==> src/rtl/csp_pkg.sv <==
package csp_pkg;

   // ------------------------------------------------------------
   // Register map, byte offsets from the socket base
   // ------------------------------------------------------------
   localparam int          ADDR_W          = 12;
   localparam logic [11:0] OFF_IF_STATUS   = 12'h0801;
   localparam logic [11:0] OFF_POWER_CTRL  = 12'h0802;

   // ------------------------------------------------------------
   // Reset values
   // ------------------------------------------------------------
   localparam logic [7:0]  POWER_CTRL_RST  = 8'h00;
   localparam logic [7:0]  READ_DATA_RST   = 8'h00;

   // ------------------------------------------------------------
   // Interface status field positions
   // ------------------------------------------------------------
   localparam int STS_RSVD_BIT    = 7;
   localparam int STS_POWER_BIT   = 6;
   localparam int STS_READY_BIT   = 5;
   localparam int STS_WP_BIT      = 4;
   localparam int STS_DETECT2_BIT = 3;
   localparam int STS_DETECT1_BIT = 2;
   localparam int STS_BVD2_BIT    = 1;
   localparam int STS_BVD1_BIT    = 0;

   // ------------------------------------------------------------
   // Power control field positions
   // ------------------------------------------------------------
   localparam int PWR_GATE_BIT    = 7;
   localparam int PWR_AUTO_BIT    = 5;
   localparam int PWR_VCCEN_BIT   = 4;
   localparam int PWR_VCC_HI      = 4;
   localparam int PWR_VCC_LO      = 3;
   localparam int PWR_VPP_HI      = 1;
   localparam int PWR_VPP_LO      = 0;

   // Writable bits of each layout; all others read zero
   localparam logic [7:0]  LEGACY_RW_MASK  = 8'h00b3;
   localparam logic [7:0]  NEWER_RW_MASK   = 8'h009b;

   // ------------------------------------------------------------
   // Encodings
   // ------------------------------------------------------------
   localparam logic [3:0]  LEGACY_REVISION = 4'h0002;
   localparam logic [1:0]  VCC_REQ_5V      = 2'h2;
   localparam logic [1:0]  VCC_REQ_3V3     = 2'h3;
   localparam logic [1:0]  VPP_REQ_NONE    = 2'h0;

   typedef enum logic {CSP_LAYOUT_NEWER, CSP_LAYOUT_LEGACY} csp_layout_e;

endpackage

==> src/rtl/csp_socket_regs.sv <==
`timescale 1ns/1ps

// Operation
// RULE1: Status bit 7 always reads zero.
// RULE2: Status bit 6 shows socket power on, from power control programming.
// RULE3: Status bit 5 shows the card ready pin.
// RULE4: Status bit 4 shows the write-protect pin at same level.
// RULE5: Status bit 3 is the inverse of the second card-detect pin.
// RULE6: Status bit 2 is the inverse of the first card-detect pin.
// RULE7: Memory card: bit 1 battery detect two, bit 0 battery detect one.
// RULE8: I/O card: speaker and status-change pass undecoded into bits 1 and 0.
// RULE9: After reset upper status bits read zero, the rest are live.
// RULE10: Two power control layouts, chosen by the revision field.
// RULE11: Revision pattern 0010b selects the older layout.
// RULE12: Power bit 7 gates all card outputs, default off.
// RULE13: Older layout: power bit 6 reads zero.
// RULE14: Older layout: bit 5 enables automatic power switching by card detects.
// RULE15: Older layout: bit 4 enables Vcc at level from system control.
// RULE16: Older layout: power bits 3 and 2 read zero.
// RULE17: Bits 1:0 request Vpp, ignored while Vcc is disabled.
// RULE18: Newer layout: bits 4:3 request Vcc; bits 6, 5, 2 read zero.
// RULE19: Power control resets to zero; reserved bits read-only.
// RULE20: Whole-window write protect adds to the card write-protect pin.
// RULE21: Reads have no side effects; status writes are ignored.
module csp_socket_regs
   import csp_pkg::*;
(
   // Clock and reset
   input  wire logic              core_clk,
   input  wire logic              rstn,
   // Host memory access at socket base
   input  wire logic [ADDR_W-1:0] hostAddr,
   input  wire logic              hostWrite,
   input  wire logic              hostRead,
   input  wire logic [7:0]        hostWriteData,
   output logic      [7:0]        hostReadData,
   output logic                   hostReadValid,
   // Settings held by neighbouring registers
   input  wire logic [3:0]        compatRevisionField,
   input  wire logic              vccLevelSelect,
   input  wire logic              windowWriteProtect,
   // Card pins, asynchronous
   input  wire logic              cardReady,
   input  wire logic              cardWriteProtect,
   input  wire logic              cardDetectOne_n,
   input  wire logic              cardDetectTwo_n,
   input  wire logic              cardBvd1Status,
   input  wire logic              cardBvd2Speaker,
   // Socket controls
   output logic                   cardOutputGate,
   output logic                   autoPowerSwitchOn,
   output logic                   socketPowerOnFlag,
   output logic                   vccLevelSelOut,
   output logic      [1:0]        vccRequestField,
   output logic      [1:0]        vppRequestField,
   output logic                   memWriteBlocked
);

   // ------------------------------------------------------------
   // Pin synchronisers
   // ------------------------------------------------------------
   logic [5:0]  pinMeta_reg;
   logic [5:0]  pinSync_reg;
   logic [7:0]  powerCtrl_reg;
   logic [7:0]  powerCtrl_next;
   logic [7:0]  statusView;
   logic [7:0]  powerView;
   logic [7:0]  rwMask;
   csp_layout_e layout;

   always_ff @(posedge core_clk or negedge rstn)
   begin
      if (!rstn)
      begin
         pinMeta_reg <= 6'h00;
         pinSync_reg <= 6'h00;
      end
      else
      begin
         pinMeta_reg <= {cardReady, cardWriteProtect, cardDetectTwo_n,
                         cardDetectOne_n, cardBvd2Speaker, cardBvd1Status};
         pinSync_reg <= pinMeta_reg;
      end
   end

   // ------------------------------------------------------------
   // Layout selection
   // ------------------------------------------------------------
   // RULE10: layout from revision
   // RULE11: 0010b picks older
   assign layout = (compatRevisionField == LEGACY_REVISION) ? CSP_LAYOUT_LEGACY
                                                            : CSP_LAYOUT_NEWER;
   // RULE16: reserved bits masked
   // RULE18: newer reserved masked
   assign rwMask = (layout == CSP_LAYOUT_LEGACY) ? LEGACY_RW_MASK : NEWER_RW_MASK;

   // ------------------------------------------------------------
   // Power control register
   // ------------------------------------------------------------
   always_comb
   begin
      powerCtrl_next = powerCtrl_reg;
      // RULE21: status writes ignored
      if (hostWrite && hostAddr == OFF_POWER_CTRL)
      begin
         powerCtrl_next = (powerCtrl_reg & ~rwMask) | (hostWriteData & rwMask);
      end
   end

   // RULE19: reset to zero
   always_ff @(posedge core_clk or negedge rstn)
   begin
      if (!rstn)
      begin
         powerCtrl_reg <= POWER_CTRL_RST;
      end
      else
      begin
         powerCtrl_reg <= powerCtrl_next;
      end
   end

   // Bits kept from the other layout stay hidden until it returns
   // RULE13: bit 6 reads zero
   assign powerView = powerCtrl_reg & rwMask;

   // ------------------------------------------------------------
   // Socket controls
   // ------------------------------------------------------------
   // RULE12: output gate
   assign cardOutputGate    = powerCtrl_reg[PWR_GATE_BIT];
   // RULE14: auto switching enable
   assign autoPowerSwitchOn = (layout == CSP_LAYOUT_LEGACY) && powerCtrl_reg[PWR_AUTO_BIT];

   always_comb
   begin
      vccRequestField = VPP_REQ_NONE;
      vccLevelSelOut  = 1'b0;
      if (layout == CSP_LAYOUT_LEGACY)
      begin
         // RULE15: level from system control
         if (powerCtrl_reg[PWR_VCCEN_BIT])
         begin
            vccRequestField = vccLevelSelect ? VCC_REQ_3V3 : VCC_REQ_5V;
            vccLevelSelOut  = vccLevelSelect;
         end
      end
      else
      begin
         // RULE18: 00 and 01 mean 0 V
         if (powerCtrl_reg[PWR_VCC_HI])
         begin
            vccRequestField = powerCtrl_reg[PWR_VCC_HI:PWR_VCC_LO];
            vccLevelSelOut  = powerCtrl_reg[PWR_VCC_LO];
         end
      end
   end

   // RULE2: power follows programming
   assign socketPowerOnFlag = vccRequestField[1];
   // RULE17: Vpp needs Vcc
   assign vppRequestField   = socketPowerOnFlag ? powerCtrl_reg[PWR_VPP_HI:PWR_VPP_LO]
                                                : VPP_REQ_NONE;
   // RULE20: window write protect
   assign memWriteBlocked   = pinSync_reg[4] | windowWriteProtect;

   // ------------------------------------------------------------
   // Interface status view
   // ------------------------------------------------------------
   always_comb
   begin
      statusView                  = 8'h00;
      // RULE1: bit 7 zero
      statusView[STS_RSVD_BIT]    = 1'b0;
      statusView[STS_POWER_BIT]   = socketPowerOnFlag;
      // RULE3: ready pin
      statusView[STS_READY_BIT]   = pinSync_reg[5];
      // RULE4: write protect pin
      statusView[STS_WP_BIT]      = pinSync_reg[4];
      // RULE5: inverted detect two
      statusView[STS_DETECT2_BIT] = ~pinSync_reg[3];
      // RULE6: inverted detect one
      statusView[STS_DETECT1_BIT] = ~pinSync_reg[2];
      // RULE7: battery detect pins
      // RULE8: shared pins undecoded
      statusView[STS_BVD2_BIT]    = pinSync_reg[1];
      statusView[STS_BVD1_BIT]    = pinSync_reg[0];
   end

   // ------------------------------------------------------------
   // Read port
   // ------------------------------------------------------------
   // RULE21: reads change nothing
   // RULE9: upper bits zero from reset
   always_ff @(posedge core_clk or negedge rstn)
   begin
      if (!rstn)
      begin
         hostReadData  <= READ_DATA_RST;
         hostReadValid <= 1'b0;
      end
      else
      begin
         hostReadValid <= hostRead;
         if (hostRead)
         begin
            case (hostAddr)
               OFF_IF_STATUS:  hostReadData <= statusView;
               OFF_POWER_CTRL: hostReadData <= powerView;
               default:        hostReadData <= READ_DATA_RST;
            endcase
         end
      end
   end
endmodule

==> config.mk <==
export PLATFORM = sky130hd
export DESIGN_NAME = csp_socket_regs
export DESIGN_NICKNAME = d
export VERILOG_FILES = /design/src/rtl/csp_pkg.sv /design/src/rtl/csp_socket_regs.sv
export SDC_FILE = /design/constraint.sdc
export NUM_CORES = 1
export LEC_CHECK = 0
export BUFFER_PORTS_ARGS = -buffer_cell sky130_fd_sc_hd__clkbuf_2
export CELL_PAD_IN_SITES_DETAIL_PLACEMENT = 0
export CELL_PAD_IN_SITES_GLOBAL_PLACEMENT = 1
export CORE_MARGIN = 10
export CORE_UTILIZATION = 30
export CTS_BUF_LIST = sky130_fd_sc_hd__clkbuf_8
export DETAILED_ROUTE_END_ITERATION = 10
export PLACE_DENSITY_LB_ADDON = 0.1
export RECOVER_POWER = 100
export SLEW_MARGIN = 0
export SYNTH_ARGS = -nofsm -noshare
export SYNTH_HDL_FRONTEND = slang
export SYNTH_SLANG_ARGS = --single-unit
export TNS_END_PERCENT = 20
==> constraint.sdc <==
create_clock -name core_clk -period 1.38 [get_ports core_clk]
set_input_delay 0.276 -clock core_clk [delete_from_list [all_inputs] [get_ports core_clk]]
set_output_delay 0.276 -clock core_clk [all_outputs]
set_load 0.005 [all_outputs]
---- Word level (Yosys, flattened, before mapping) ----
Cells that the tools add are included.
storage, ports and cells
  output and inout bits ................... 18
  latch bits .............................. 0
  memories ................................ 0
  bits in read-only memories .............. 0
  bits in writable memories ............... 0
  logic and storage cells ................. 29
  bits in registers ....................... 29
  input bits .............................. 36
cells by class
  shift operators ......................... 0
  $lt $le $gt $ge ......................... 0
  equality and inequality tests ........... 3
  bitwise gates (word level) .............. 8
  add/subtract/negate cells ............... 0
  multiply operators ...................... 0
  reduce and logical (&&, ||, !) cells .... 2
  mux-type cells .......................... 11
  div/mod/pow operators ................... 0
operators by type and width
  cell                                                                    count
  8-bit bitwise AND                                                       3
  12-bit equality test (second input constant)                            2
  8-bit one-hot mux with 2 select lines                                   1
  2-bit 2-to-1 mux                                                        4
  8-bit NOT                                                               1
  8-bit OR                                                                1
  6-bit 2-to-1 mux                                                        1
  1-bit 2-to-1 mux                                                        5
  4-bit by 2-bit equality test with 1-bit output (second input constant)  1
  1-bit logical AND                                                       2
  1-bit NOT                                                               2
  1-bit OR                                                                1

---- Logic depth before layout (Yosys ltp) ----
  depth after elaboration ................. 6
  depth in mapped cells ................... 5
  depth with buffers taken out ............ 4

---- Least setup slack after synthesis ----
No wires, ideal clock.
  kind .................................... input -> register
  start ................................... input compatRevisionField[0]
  end ..................................... register (tool-made name)
  setup time .............................. 128 ps
  path buffers ............................ 0
  data required time ...................... 1,252 ps
  data arrival time ....................... 1,237 ps
  setup slack ............................. 16 ps
  cell stages on the path ................. 3
  cell sequence ........................... or4b_4 nor2_1 mux2_1
RTL lines
  item                line                   source
  start: declaration  csp_socket_regs.sv:39  input wire logic [3:0] compatRevisionField,

---- Worst setup path after layout ----
  start ................................... input compatRevisionField[0]
  end ..................................... output vccRequestField[0]
on the way
  cells in the longest elaborated chain, start to end .. 3
ends and longest elaborated chain
  item                                            line                    source
  4-bit by 2-bit equality test with 1-bit output  csp_socket_regs.sv:91   assign layout = (compatRevisionField == LEGACY_REVISION) ? CSP_LAYOUT_LEGACY
  1-bit 2-to-1 mux                                csp_socket_regs.sv:91
  2-bit 2-to-1 mux                                csp_socket_regs.sv:139  if (layout == CSP_LAYOUT_LEGACY)
  end: declaration                                csp_socket_regs.sv:54   output logic [1:0] vccRequestField,
No other way between the ends.

==> qor.csv <==
metric,value,unit
status,"complete, but fails checks",
violations,setup timing,
r2r_slack,370,ps
layout_min_cycle_time,1470,ps
start_util,0.317,
synth_seq_area_share,0.629,
cellPowerDensity,926,mW/mm²
grt_usage,0.0906,
fin_crit_sh,1.06,
r2r-end,hostReadData[5],
yosys_warnings,0,
dr.pass1.iters,4,
setup_tns,-174,ps
numCtsBuffers,3,
grt_overflow,0,
ant_nets,0,
grt_start_max_net_pins,28,
ios,54,
synth_top_family_by_area,simple AND/OR/NAND/NOR gates,
viasPerCell,4.47,
cp-end-kind,output pin,
detail_route.wl_per_cell,16.2,µm
hold_viol_final,0,
critPathLaunchType,primary input,
final_cell_mix,"clkbuf_2, dfrtp_1, clkbuf_1",
setup_viol,2,
vdd_ir_drop_max,0.594,mV
gp_congestion,0.724,
r2r_cells,2,
tightest_slew,665,ps
placed_area,0.00141,mm²
port_buffers,51,
die_x,79.8,µm
fin_area,0.00147,mm²
rsz0062_at_grt,yes,
fmax,681,MHz
layout_commonest_cell,clkbuf_2,
place_hpwl,2.30,mm
drtIter0Drc,29,
setup_ws,-88.5,ps
vias,796,
drcViolationCount,0,
area_delta_synth_final,37.2,%
crit_fanout,2,
clock-skew-final,6.41,ps
clock_path_buffers,2,
maxCapViolations,0,
core_area,0.00339,mm²
synth_simple_gate_area_share,0.200,
die-area,0.00637,mm²
synthCells,73,
arrival,1190,ps
clock_latency,270,ps
h-tree-depth,1,
synth_seq_cells,27,
antenna_found_initial,0,
critPathKind,in -> out,
grt_pass1_vias,911,
finalMaxSlewViolations,0,
synth_fp_nets,109,
critical_path_required,1100,ps
synth_compound_area_frac,0.0886,
fp.dieH,79.8,µm
hold_class,in -> async,
syn_avg_cell_area,14.7,µm²
synth_area,0.00107,mm²
synth_fa_ha_area_frac,0,
largest_reg_flops,8,
grt_pass1_wl,4.54,mm
tritoncts,built,
clkTransAtPathRegs,90,ps
rows,21,
cts_root_buf,clkbuf_8,
clock_sinks,27,
finalPower,0.00136,W
diodes,0,
synthMuxAreaShare,0.0629,
drive_above_1_share,0.523,
synth-xor-area-share,0,
ys_types,27,
wl,2.88,mm
slew_headroom,0.557,
finalNetCount,169,
leakagePower,0.745,nW
[layout make-up]
cell class | count | area, µm²
clock buffer | 3 | 41.3
sequential | 27 | 677
timing repair buffer | 57 | 288
clock inverter | 1 | 7.51
fill | 334 | 1920
inverter | 2 | 7.51
multi-input combinational | 42 | 394
tap | 46 | 57.6
[repair_timing]
action,CTS,global route
endpoints found under the hold margin,0,0
endpoints found under the setup margin,2,7
setup buffers,1,0
hold buffers,0,0
gates resized for setup,4,12
pin swaps,2,2
[report_power, final]
group           total, W  internal [W]  leakage (nW)  switching [W]
Sequential      0.000816      0.000810         0.345     0.00000620
Clock           0.000450      0.000205        0.0217       0.000245
Combinational  0.0000982     0.0000509         0.378      0.0000473
Total            0.00136       0.00107         0.745       0.000298
[critical path, stage by stage]
cell and delay (ps):
buf_6 90, or4b_4 550, nand2_4 100, a21boi_2 50
buf_2 120
[synthesized netlist by cell type]
master / number / area (µm²)
a21boi_0: 2 / 15.0
a221o_2: 4 / 45.0
a22o_1: 2 / 17.5
and2_1: 3 / 18.8
and2b_1: 4 / 30.0
and3_2: 1 / 7.51
and3_4: 1 / 11.3
and3b_1: 2 / 17.5
and4_1: 1 / 8.76
buf_2: 1 / 5.00
buf_4: 1 / 7.51
dfrtp_1: 27 / 676
inv_1: 2 / 7.51
mux2_1: 2 / 22.5
mux2_2: 4 / 45.0
nand2_1: 2 / 7.51
nand3_1: 2 / 10.0
nand4_2: 1 / 12.5
nor2_1: 3 / 11.3
nor2b_1: 1 / 6.26
nor4_4: 1 / 21.3
nor4b_1: 1 / 8.76
nor4b_4: 1 / 23.8
o221ai_1: 1 / 8.76
o2bb2ai_1: 1 / 8.76
or2_2: 1 / 6.26
or4b_4: 1 / 13.8
[kinds of logic after synthesis]
kind of cell | Yosys count
simple gates | 26
compound gates | 10
flops | 27
buf+inv | 4
mux | 6
[routing by layer]
| metal | part of all wire | vias to the layer above | wire, µm | track usage |
|---|---|---|---|---|
| met5 | 0 | - | 0 | 0 |
| li1 | - | 382 | - | - |
| met1 | 0.43 | 372 | 1250 | 0.107 |
| met2 | 0.46 | 38 | 1330 | 0.141 |
| met3 | 0.093 | 4 | 268 | 0.0383 |
| met4 | 0.0094 | 0 | 27 | 0.0370 |
[how the worst max path moves through the flow]
stage / startpoint / endpoint / slack [ps]
4_1_cts: compatRevisionField[2] / vccRequestField[0] / -70
2_1_floorplan: compatRevisionField[0] / flip-flop / 20
3_3_place_gp: hostAddr[10] / powerCtrl_reg[0] / -110
5_1_grt: compatRevisionField[0] / vccRequestField[0] / -120
6_report: compatRevisionField[0] / vccRequestField[0] / -90
3_5_place_dp: hostAddr[10] / flip-flop / -170
[through the flow]
step	hold slack [ps]	instances	setup slack [ps]	utilization
global placement	332	173	-114	0.416
global route	71.0	178	-117	0.434
floorplan	-19.6	73	15.9	-
detailed placement	337	173	-172	0.416
CTS	38.0	178	-72.5	0.436
finish	19.8	178	-88.5	0.434
Note: power is estimated with default switching activity, not from simulation.
